<file path="src/rtl/cpm_pkg.sv">
package cpm_pkg;
    // register byte offsets, one aligned word each
    localparam logic [7:0] CPM_CLK_CTRL_OFF = 8'h00;
    localparam logic [7:0] CPM_CLK_OUT_SEL_OFF = 8'h04;
    localparam logic [7:0] CPM_BUS_CTRL_OFF = 8'h08;
    localparam logic [7:0] CPM_PA_DATA_OFF = 8'h0c;
    localparam logic [7:0] CPM_PA_DIR_OFF = 8'h10;
    localparam logic [7:0] CPM_PA_PULLUP_OFF = 8'h14;
    localparam logic [7:0] CPM_PA_GPIO_EN_OFF = 8'h18;
    localparam logic [7:0] CPM_PA_PIN_OFF = 8'h1c;
    localparam logic [7:0] CPM_PB_DATA_OFF = 8'h20;
    localparam logic [7:0] CPM_PB_DIR_OFF = 8'h24;
    localparam logic [7:0] CPM_PB_PULLUP_OFF = 8'h28;
    localparam logic [7:0] CPM_PB_PERIPH_EN_OFF = 8'h2c;
    localparam logic [7:0] CPM_PB_PIN_OFF = 8'h30;

    // pin counts
    localparam int CPM_PA_W = 6;
    localparam int CPM_PB_W = 4;

    // field positions
    localparam int CPM_CORE_PLL_BIT = 0;
    localparam int CPM_MODE_STAT_BIT = 1;
    localparam int CPM_CLK_SEL_LSB = 0;
    localparam int CPM_CLK_SEL_W = 3;
    localparam int CPM_PB_CLK_FN_BIT = 4;
    localparam int CPM_DRIVE_BIT = 0;

    // reset values
    localparam logic [CPM_PA_W-1:0] CPM_PA_PULLUP_RST = 6'h3f;
    localparam logic [CPM_PA_W-1:0] CPM_PA_GPIO_EN_RST = 6'h00;
    localparam logic [CPM_PB_W-1:0] CPM_PB_PULLUP_RST = 4'hf;
    localparam logic [CPM_PB_W-1:0] CPM_PB_PERIPH_EN_RST = 4'hf;
    localparam logic CPM_DRIVE_RST = 1'h0;

    // clock monitor source codes
    typedef enum logic [2:0] {
        CPM_CLK_OFF = 3'h0,
        CPM_CLK_MASTER = 3'h1,
        CPM_CLK_PERIPH = 3'h2,
        CPM_CLK_OSC = 3'h3,
        CPM_CLK_PRESCALE = 3'h4,
        CPM_CLK_POSTSCALE = 3'h5
    } cpm_clk_sel_e;
endpackage

</file>
<file path="src/rtl/cpm_clock_pin_mux.sv">
// Operation
// - with the mode pin high, the external clock on the oscillator out pin is the input clock and the oscillator is not driven.
// - with the mode pin low, the internal oscillator drives the out pin from the in pin across a crystal.
// - a control bit chooses whether the input clock feeds the core directly or the pll reference.
// - the clock monitor pin shows disabled, master, peripheral bus, oscillator, prescaler or postscaler clock per the select register.
// - address and bus control lines are tri-stated while the bus is idle when the drive bit selects that.
// - the six port a pins come out of reset in address function until software makes them gpio.
// - the address function on port a does not exist here, so port a drives only as gpio.
// - each port a pin has its own direction bit in gpio function.
// - clearing bit n of the port a pullup register turns off pin n's pullup.
// - the four port b pins come out of reset in gpio function.
// - clearing bit n of the port b pullup register turns off pin n's pullup.
// - clearing a port b peripheral enable bit hands the pin to address or clock function per the select register.
`timescale 1ns/10ps
`default_nettype none
module cpm_clock_pin_mux
    import cpm_pkg::*;
(
    // clock, reset, enable
    input wire logic clock,
    input wire logic rst,
    input wire logic ce,
    // ahb-lite slave
    input wire logic hsel,
    input wire logic [31:0] haddr,
    input wire logic [1:0] htrans,
    input wire logic hwrite,
    input wire logic [2:0] hsize,
    input wire logic [31:0] hwdata,
    input wire logic hready,
    output logic hreadyout,
    output logic hresp,
    output logic [31:0] hrdata,
    // oscillator pins and mode strap
    input wire logic clock_source_select_pin,
    input wire logic oscillator_in_pin,
    input wire logic oscillator_out_pin_i,
    output logic oscillator_out_pin_o,
    output logic oscillator_out_pin_oe,
    // clock routing towards core and pll
    output logic input_clock,
    output logic core_clock_direct,
    output logic pll_ref_clock,
    output logic core_from_pll,
    // internal clocks offered to the monitor pin
    input wire logic master_system_clock,
    input wire logic peripheral_bus_clock,
    input wire logic prescaler_clock,
    input wire logic postscaler_clock,
    output logic clock_monitor_out,
    output logic clock_monitor_out_oe,
    // external memory interface side
    input wire logic emi_bus_active,
    input wire logic [cpm_pkg::CPM_PB_W-1:0] emi_addr_hi,
    input wire logic [3:0] emi_ctrl,
    output logic [3:0] emi_ctrl_o,
    output logic [3:0] emi_ctrl_oe,
    // port a pins
    input wire logic [cpm_pkg::CPM_PA_W-1:0] port_a_i,
    output logic [cpm_pkg::CPM_PA_W-1:0] port_a_o,
    output logic [cpm_pkg::CPM_PA_W-1:0] port_a_oe,
    output logic [cpm_pkg::CPM_PA_W-1:0] port_a_pullup_on,
    // port b pins
    input wire logic [cpm_pkg::CPM_PB_W-1:0] port_b_i,
    output logic [cpm_pkg::CPM_PB_W-1:0] port_b_o,
    output logic [cpm_pkg::CPM_PB_W-1:0] port_b_oe,
    output logic [cpm_pkg::CPM_PB_W-1:0] port_b_pullup_on
);
    import cpm_pkg::*;

    // word address compare, shared by write and read decode
    function automatic logic reg_hit(input logic [7:0] a,
                                     input logic [7:0] off);
        reg_hit = (a[7:2] == off[7:2]);
    endfunction

    // software state
    logic core_from_pll_r;
    logic [CPM_CLK_SEL_W-1:0] clk_sel_r;
    logic pb_clk_fn_r;
    logic drive_r;
    logic [CPM_PA_W-1:0] pa_data_r, pa_dir_r, pa_pullup_r, pa_gpio_en_r;
    logic [CPM_PB_W-1:0] pb_data_r, pb_dir_r, pb_pullup_r, pb_periph_en_r;

    // bus state
    logic wr_pend_r;
    logic [7:0] wr_addr_r;
    logic [31:0] hrdata_r;

    // pin synchronisers: first stage is read only by the second
    logic mode_s1_r, mode_s2_r;
    logic osc_in_s1_r, osc_in_s2_r;
    logic ext_s1_r, ext_s2_r;
    logic [3:0] clk_s1_r, clk_s2_r;
    logic [CPM_PA_W-1:0] pa_s1_r, pa_s2_r;
    logic [CPM_PB_W-1:0] pb_s1_r, pb_s2_r;

    // registered pin outputs
    logic in_clk_r, osc_o_r, osc_oe_r;
    logic mon_r, mon_oe_r;
    logic [3:0] ctrl_o_r, ctrl_oe_r;
    logic [CPM_PA_W-1:0] pa_o_r, pa_oe_r;
    logic [CPM_PB_W-1:0] pb_o_r, pb_oe_r;

    // address phase decode
    wire addr_phase = hsel & htrans[1] & hready;
    wire take_wr = addr_phase & hwrite;
    wire take_rd = addr_phase & ~hwrite;
    wire [7:0] a_ad = haddr[7:0];
    wire [7:0] w_ad = wr_addr_r;
    wire do_wr = wr_pend_r & hready;

    // write strobes, decoded in the data phase
    wire wr_clk_ctrl = do_wr & reg_hit(w_ad, CPM_CLK_CTRL_OFF);
    wire wr_clk_sel = do_wr & reg_hit(w_ad, CPM_CLK_OUT_SEL_OFF);
    wire wr_bus_ctrl = do_wr & reg_hit(w_ad, CPM_BUS_CTRL_OFF);
    wire wr_pa_data = do_wr & reg_hit(w_ad, CPM_PA_DATA_OFF);
    wire wr_pa_dir = do_wr & reg_hit(w_ad, CPM_PA_DIR_OFF);
    wire wr_pa_pull = do_wr & reg_hit(w_ad, CPM_PA_PULLUP_OFF);
    wire wr_pa_gpio = do_wr & reg_hit(w_ad, CPM_PA_GPIO_EN_OFF);
    wire wr_pb_data = do_wr & reg_hit(w_ad, CPM_PB_DATA_OFF);
    wire wr_pb_dir = do_wr & reg_hit(w_ad, CPM_PB_DIR_OFF);
    wire wr_pb_pull = do_wr & reg_hit(w_ad, CPM_PB_PULLUP_OFF);
    wire wr_pb_per = do_wr & reg_hit(w_ad, CPM_PB_PERIPH_EN_OFF);

    // read mux, unmapped words read zero
    wire [31:0] rd_clk_ctrl = {30'h0, mode_s2_r, core_from_pll_r};
    wire [31:0] rd_clk_sel = {27'h0, pb_clk_fn_r, 1'h0, clk_sel_r};
    wire [31:0] rd_bus = {31'h0, drive_r};
    wire [31:0] rd_mux =
        reg_hit(a_ad, CPM_CLK_CTRL_OFF) ? rd_clk_ctrl :
        reg_hit(a_ad, CPM_CLK_OUT_SEL_OFF) ? rd_clk_sel :
        reg_hit(a_ad, CPM_BUS_CTRL_OFF) ? rd_bus :
        reg_hit(a_ad, CPM_PA_DATA_OFF) ? {26'h0, pa_data_r} :
        reg_hit(a_ad, CPM_PA_DIR_OFF) ? {26'h0, pa_dir_r} :
        reg_hit(a_ad, CPM_PA_PULLUP_OFF) ? {26'h0, pa_pullup_r} :
        reg_hit(a_ad, CPM_PA_GPIO_EN_OFF) ? {26'h0, pa_gpio_en_r} :
        reg_hit(a_ad, CPM_PA_PIN_OFF) ? {26'h0, pa_s2_r} :
        reg_hit(a_ad, CPM_PB_DATA_OFF) ? {28'h0, pb_data_r} :
        reg_hit(a_ad, CPM_PB_DIR_OFF) ? {28'h0, pb_dir_r} :
        reg_hit(a_ad, CPM_PB_PULLUP_OFF) ? {28'h0, pb_pullup_r} :
        reg_hit(a_ad, CPM_PB_PERIPH_EN_OFF) ? {28'h0, pb_periph_en_r} :
        reg_hit(a_ad, CPM_PB_PIN_OFF) ? {28'h0, pb_s2_r} :
        32'h0;

    // bus slave: zero wait states, read data registered into the data phase
    always_ff @(posedge clock) begin
        if (rst) begin
            wr_pend_r <= 1'h0;
            wr_addr_r <= 8'h0;
            hrdata_r <= 32'h0;
        end else if (ce) begin
            if (hready) begin
                wr_pend_r <= take_wr;
                wr_addr_r <= a_ad;
            end
            if (take_rd) begin
                hrdata_r <= rd_mux;
            end
        end
    end

    // clock and bus control registers
    always_ff @(posedge clock) begin
        if (rst) begin
            core_from_pll_r <= 1'h0;
            clk_sel_r <= CPM_CLK_OFF;
            pb_clk_fn_r <= 1'h0;
            drive_r <= CPM_DRIVE_RST;
        end else if (ce) begin
            if (wr_clk_ctrl) begin
                core_from_pll_r <= hwdata[CPM_CORE_PLL_BIT];
            end
            if (wr_clk_sel) begin
                clk_sel_r <= hwdata[CPM_CLK_SEL_LSB +: CPM_CLK_SEL_W];
                pb_clk_fn_r <= hwdata[CPM_PB_CLK_FN_BIT];
            end
            if (wr_bus_ctrl) begin
                drive_r <= hwdata[CPM_DRIVE_BIT];
            end
        end
    end

    // port a registers; address function is the reset state
    always_ff @(posedge clock) begin
        if (rst) begin
            pa_data_r <= '0;
            pa_dir_r <= '0;
            pa_pullup_r <= CPM_PA_PULLUP_RST;
            pa_gpio_en_r <= CPM_PA_GPIO_EN_RST;
        end else if (ce) begin
            if (wr_pa_data) begin
                pa_data_r <= hwdata[CPM_PA_W-1:0];
            end
            if (wr_pa_dir) begin
                pa_dir_r <= hwdata[CPM_PA_W-1:0];
            end
            if (wr_pa_pull) begin
                pa_pullup_r <= hwdata[CPM_PA_W-1:0];
            end
            if (wr_pa_gpio) begin
                pa_gpio_en_r <= hwdata[CPM_PA_W-1:0];
            end
        end
    end

    // port b registers; gpio function is the reset state
    always_ff @(posedge clock) begin
        if (rst) begin
            pb_data_r <= '0;
            pb_dir_r <= '0;
            pb_pullup_r <= CPM_PB_PULLUP_RST;
            pb_periph_en_r <= CPM_PB_PERIPH_EN_RST;
        end else if (ce) begin
            if (wr_pb_data) begin
                pb_data_r <= hwdata[CPM_PB_W-1:0];
            end
            if (wr_pb_dir) begin
                pb_dir_r <= hwdata[CPM_PB_W-1:0];
            end
            if (wr_pb_pull) begin
                pb_pullup_r <= hwdata[CPM_PB_W-1:0];
            end
            if (wr_pb_per) begin
                pb_periph_en_r <= hwdata[CPM_PB_W-1:0];
            end
        end
    end

    // two-flop synchronisers for every pin and foreign clock
    always_ff @(posedge clock) begin
        if (rst) begin
            mode_s1_r <= 1'h0;
            mode_s2_r <= 1'h0;
            osc_in_s1_r <= 1'h0;
            osc_in_s2_r <= 1'h0;
            ext_s1_r <= 1'h0;
            ext_s2_r <= 1'h0;
            clk_s1_r <= 4'h0;
            clk_s2_r <= 4'h0;
            pa_s1_r <= '0;
            pa_s2_r <= '0;
            pb_s1_r <= '0;
            pb_s2_r <= '0;
        end else if (ce) begin
            mode_s1_r <= clock_source_select_pin;
            mode_s2_r <= mode_s1_r;
            osc_in_s1_r <= oscillator_in_pin;
            osc_in_s2_r <= osc_in_s1_r;
            ext_s1_r <= oscillator_out_pin_i;
            ext_s2_r <= ext_s1_r;
            clk_s1_r <= {postscaler_clock, prescaler_clock,
                         peripheral_bus_clock, master_system_clock};
            clk_s2_r <= clk_s1_r;
            pa_s1_r <= port_a_i;
            pa_s2_r <= pa_s1_r;
            pb_s1_r <= port_b_i;
            pb_s2_r <= pb_s1_r;
        end
    end

    // oscillator: the amplifier drives only in crystal mode, else the
    // out pin turns input so an external source cannot fight it
    wire osc_drive = ~mode_s2_r;
    wire in_clk_nxt = mode_s2_r ? ext_s2_r : osc_in_s2_r;

    // clock monitor source selection, undefined codes read as off
    cpm_clk_sel_e sel_e;
    assign sel_e = cpm_clk_sel_e'(clk_sel_r);
    logic mon_nxt;
    always_comb begin
        case (sel_e)
            CPM_CLK_MASTER: mon_nxt = clk_s2_r[0];
            CPM_CLK_PERIPH: mon_nxt = clk_s2_r[1];
            CPM_CLK_OSC: mon_nxt = in_clk_r;
            CPM_CLK_PRESCALE: mon_nxt = clk_s2_r[2];
            CPM_CLK_POSTSCALE: mon_nxt = clk_s2_r[3];
            default: mon_nxt = 1'h0;
        endcase
    end
    wire mon_oe_nxt = (clk_sel_r != CPM_CLK_OFF) &&
                      (clk_sel_r <= CPM_CLK_POSTSCALE);

    // external bus keeps driving when idle only if the drive bit is set
    wire emi_drive = emi_bus_active | drive_r;

    // port a: the address function has no pads here, so it never drives
    wire [CPM_PA_W-1:0] pa_oe_nxt = pa_gpio_en_r & pa_dir_r;

    // port b per-pin function selection
    logic [CPM_PB_W-1:0] pb_o_nxt, pb_oe_nxt;
    genvar gi;
    generate
        for (gi = 0; gi < CPM_PB_W; gi++) begin : g_pb
            wire alt = ~pb_periph_en_r[gi];
            wire alt_o = pb_clk_fn_r ? mon_nxt : emi_addr_hi[gi];
            wire alt_oe = pb_clk_fn_r ? mon_oe_nxt : emi_drive;
            assign pb_o_nxt[gi] = alt ? alt_o : pb_data_r[gi];
            assign pb_oe_nxt[gi] = alt ? alt_oe : pb_dir_r[gi];
        end
    endgenerate

    // registered pin drivers, all off while in reset
    always_ff @(posedge clock) begin
        if (rst) begin
            in_clk_r <= 1'h0;
            osc_o_r <= 1'h0;
            osc_oe_r <= 1'h0;
            mon_r <= 1'h0;
            mon_oe_r <= 1'h0;
            ctrl_o_r <= 4'h0;
            ctrl_oe_r <= 4'h0;
            pa_o_r <= '0;
            pa_oe_r <= '0;
            pb_o_r <= '0;
            pb_oe_r <= '0;
        end else if (ce) begin
            in_clk_r <= in_clk_nxt;
            osc_o_r <= ~osc_in_s2_r;
            osc_oe_r <= osc_drive;
            mon_r <= mon_nxt;
            mon_oe_r <= mon_oe_nxt;
            ctrl_o_r <= emi_ctrl;
            ctrl_oe_r <= {4{emi_drive}};
            pa_o_r <= pa_data_r;
            pa_oe_r <= pa_oe_nxt;
            pb_o_r <= pb_o_nxt;
            pb_oe_r <= pb_oe_nxt;
        end
    end

    // outputs; pullups follow their registers directly
    assign hreadyout = 1'h1;
    assign hresp = 1'h0;
    assign hrdata = hrdata_r;
    assign oscillator_out_pin_o = osc_o_r;
    assign oscillator_out_pin_oe = osc_oe_r;
    assign input_clock = in_clk_r;
    assign core_from_pll = core_from_pll_r;
    assign core_clock_direct = in_clk_r & ~core_from_pll_r;
    assign pll_ref_clock = in_clk_r & core_from_pll_r;
    assign clock_monitor_out = mon_r;
    assign clock_monitor_out_oe = mon_oe_r;
    assign emi_ctrl_o = ctrl_o_r;
    assign emi_ctrl_oe = ctrl_oe_r;
    assign port_a_o = pa_o_r;
    assign port_a_oe = pa_oe_r;
    assign port_a_pullup_on = pa_pullup_r;
    assign port_b_o = pb_o_r;
    assign port_b_oe = pb_oe_r;
    assign port_b_pullup_on = pb_pullup_r;

    // hsize is accepted but only whole-word transfers are expected
    wire unused_ok = &{1'b0, hsize, haddr[31:8]};
endmodule
`default_nettype wire

</file>
<file path="config.mk">
export PLATFORM = sky130hd
export DESIGN_NAME = cpm_clock_pin_mux
export DESIGN_NICKNAME = d
export VERILOG_FILES = /design/src/rtl/cpm_pkg.sv /design/src/rtl/cpm_clock_pin_mux.sv
export SDC_FILE = /design/constraint.sdc
export NUM_CORES = 1
export LEC_CHECK = 0
export BUFFER_PORTS_ARGS = -buffer_cell sky130_fd_sc_hd__buf_2
export CAP_MARGIN = 30
export CORE_MARGIN = 3
export CORE_UTILIZATION = 57
export CTS_BUF_LIST = sky130_fd_sc_hd__clkbuf_4 sky130_fd_sc_hd__clkbuf_8
export CTS_CLUSTER_SIZE = 28
export DETAILED_ROUTE_END_ITERATION = 10
export HOLD_SLACK_MARGIN = 0.1
export PLACE_DENSITY = 0.88
export RECOVER_POWER = 50
export SETUP_SLACK_MARGIN = 0.3
export SLEW_MARGIN = 30
export SYNTH_ARGS = -nofsm -noshare
export SYNTH_HDL_FRONTEND = slang
export SYNTH_SLANG_ARGS = --single-unit
</file>
<file path="constraint.sdc">
create_clock -name clock -period 4.4 [get_ports clock]
set_clock_uncertainty 0.2 [all_clocks]
set_input_delay 0.44 -clock clock [delete_from_list [all_inputs] [get_ports clock]]
set_output_delay 0.44 -clock clock [all_outputs]
set_load 0.05 [all_outputs]
</file>
==> results.md <==
- Die area: approximately 11000 µm²
- Final WS setup: 1.210 ns
- Crit path cell chain: buf_4 > clkbuf_1 > clkbuf_2 > mux2i_1 > nor2_1
- Number of max-cap violations: 2
- TritonCTS Buffers: 17
- Worst-path clk slew: 0.08 ns
- Vias per cell: a little under 6
- Synth cell types: 52
- Share of the synthesized area in the top cell type: between 40% and 50%
- Cell accounting for the most synthesized area: dfxtp_1
- YS warnings: 0
- First-pass GRT wire length: between 20000 and 30000 µm
- Seq/Total Area, Yosys: 43.45%
- Reg-to-reg endpoint: pb_periph_en_r[1]
- Kind of critical path: in2reg
- Most frequent cell after synthesis: dfxtp_1
- Synthesis-to-finish area growth: 16.38%
- Commonest cells post-synth: dfxtp_1 (123), nor2_1 (85), nand2_1 (68), mux2i_1 (67), nand3_1 (62)
- Hold Crit Start: emi_bus_active
- Worst Path Required: ~4.5 ns
- Drt pass-1 iters: 6
- Die Span X: ~110 µm
- Max transition margin: -10.54%
- Worst VDD drop: between 0.2 and 0.25 mV
- Vias in the first global route: approximately 5200
- Crit Path Max Fanout: 46
- Pin count of the biggest net entering global routing: 74
- Worst-Skew Late Latency: between 0.4 and 0.5 ns
- 1st-iter DRT viols: 411
- Gate Count Post-Synth: 668
- GPL Wtd Cong: between 0.9 and 1
- Post-synth EDFFs: 0
- FP Rows: 35
- CTS tree: built
- Reg2Reg Depth: 5
- Vias: 5257
- WP buf/inv: 3
- Yosys reg bits: approximately 120
- Clk sinks: 123
- Grt ovf: 0
- Final wirelength: roughly 17000 µm
- Core area: 9459 µm²
- Main synth FF type: dfxtp_1
- Pre-CTS WS: between 1.5 and 2 ns
- Die height: around 110 µm
- Worst Hold Depth: 3
- Initial antenna violation count: 0
- Hold Path End: emi_ctrl_oe[0]
- Crit-path slowest cell: clkbuf_2
- Period utilization: between 70 and 80%
- Number of fill cells: 774
- CP Launch Type: primary input
- Worst slew pin tran: between 1.5 and 2 ns
- Fin nets: 860
- R2r setup slk: roughly 1.9 ns
- RSZ-0062 raised after global routing: false
- PwrDens: around 370 nW/µm²
- Failing checks: capacitance limit, slew limit
- Fraction of layout cells with a size suffix above 1: 12.69%
- Total global-route track usage: 30.34%
- Outcome: finished with violations
- Antenna-violating nets left: 0
- Detailed-route DRC error count: 0
- Ports: around 180
- Root Buffer Master: clkbuf_8
- Max clock buf depth: 2
- Port Buffers: 96
- Mapped Area: about 5700 µm²
- Minimum clock period: between 3 and 4 ns
- Top delay family on crit path: buffers and inverters
- P_leak: 2.655 nW
- CP peak stage delay: around 1.2 ns
- N_diodes: 0
- Sum Neg Setup Slack: 0 ns
- Hold Path Class: in2reg
- Post-CTS Resized: 0
- Avg WL per Cell: 18.61 µm
- Synth async-reset ratio: 0%
- Final setup vio count: 0
- Hold Vio Cnt, Final: 0
- Setup crit end kind: register
- Fmax: 313.4 MHz
- Starting density of the core: 59.91%
- H-tree Lvls: 4
- Synth Area per Inst: around 8.5 µm²
- Top cells by area, synth: dfxtp_1 (43%), mux2i_1 (12%), nor2_1 (5.6%), nand3_1 (5.5%), nand2_1 (4.5%)
- CP arrival: roughly 3.2 ns
- Max Slew Vio Count: 75
- HPWL Detailed: ~12000 µm
- RR Startpoint: w_ad[7]
[worst max path at each step]
stage | from | endpoint | slack (ns) | cells past startpoint
after floorplan | haddr[6] | hrdata[2] | 2.24 | 6
after global placement | ce | pb_periph_en_r[2] | 1.70 | 6
after detailed placement | ce | pb_periph_en_r[1] | 1.60 | 6
after CTS | w_ad[7] | pb_periph_en_r[1] | 1.97 | 5
after global routing | ce | input_clock | 1.02 | 5
final | ce | pa_s2_r[3] | 1.21 | 5
[layout make-up]
type	instances	area, µm²	area share, %
Multi-Input combinational cell	481	2850	43.22
Sequential cell	123	2462	37.34
Timing Repair Buffer	125	688.2	10.43
Clock buffer	21	282.8	4.288
Tap cell	129	161.4	2.447
Clock inverter	11	108.9	1.651
Inverter	11	41.29	0.6261
[per-stage QoR]
step | instances | cell area [µm²] | power, W | util [%] | hold WS [ns]
floorplan | 694 | 5764 | 0.001413 | - | 0.2364
global placement | 846 | 6041 | 0.001453 | 63.86 | 0.2453
detailed placement | 846 | 6041 | 0.001460 | 63.86 | 0.2557
CTS | 900 | 6653 | 0.002433 | 70.33 | 0.1533
global route | 901 | 6595 | 0.002510 | 69.72 | 0.1724
finish | 901 | 6595 | 0.002427 | 69.72 | 0.1774
[layout by cell type, fill, tap and decap left out, types with 4 or more instances in the layout]
cell	count
o211ai_1	7
dfxtp_1	123
nand4_1	7
nor3_1	13
nor2_1	84
nor4_1	4
nand2b_1	13
inv_1	11
mux2i_1	67
a31oi_1	4
o21ai_0	12
nand3_1	62
inv_6	4
conb_1	28
buf_4	6
clkbuf_8	20
nor2b_1	6
dlygate4sd3_1	22
buf_2	46
clkbuf_1	50
nand2_1	68
a21oi_1	42
o311a_1	5
o211a_1	5
a211oi_1	10
a32oi_1	4
[per-layer routing]
layer  global-route usage [%]  vias up  share of wire [%]
li1                         -     2476                  -
met5                        0        -                  0
met1                    37.54     2377                 39
met4                    14.15        0                3.7
met3                    7.716       60                 10
met2                    49.50      344                 47
[worst reg2reg max path: stages (launching register included)]
cell     delay (ns)
dfxtp_1        0.32
or3b_4         0.42
nor3b_4        0.55
or3b_1         0.55
mux2i_1        0.23
nand2_1        0.07
[report_power, final]
| group | leakage [nW] | internal (W) | switching [W] |
|---|---|---|---|
| Clock | 0.201 | 0.000506 | 0.000466 |
| Combinational | 1.45 | 0.0000824 | 0.000214 |
| Sequential | 1.00 | 0.00114 | 0.0000189 |
[sequential cells by signal (all words and copies together) (netlist names), 6 cells and up]
register,flops
hrdata,6
pa_data_r,6
pa_dir_r,6
pa_gpio_en_r,6
pa_s1_r,6
pa_s2_r,6
port_a_o,6
port_a_oe,6
port_a_pullup_on,6
w_ad,6
[logic make-up (layout without fill, tap and decap cells)]
group | count (synthesis) | after routing | share of synthesized area (%)
compound gates | 107 | 107 | 12.54
buf+inv | 90 | 168 | 8.103
flops | 123 | 123 | 43.45
mux | 69 | 69 | 12.43
other cells | 2 | 28 | 0.1325
simple gates | 277 | 277 | 23.34
[what timing repair did]
item	CTS	global route
hold buffers	22	0
buffers inserted	0	0
endpoints found under the hold margin	23	0
(Power assumes the default switching activity.)
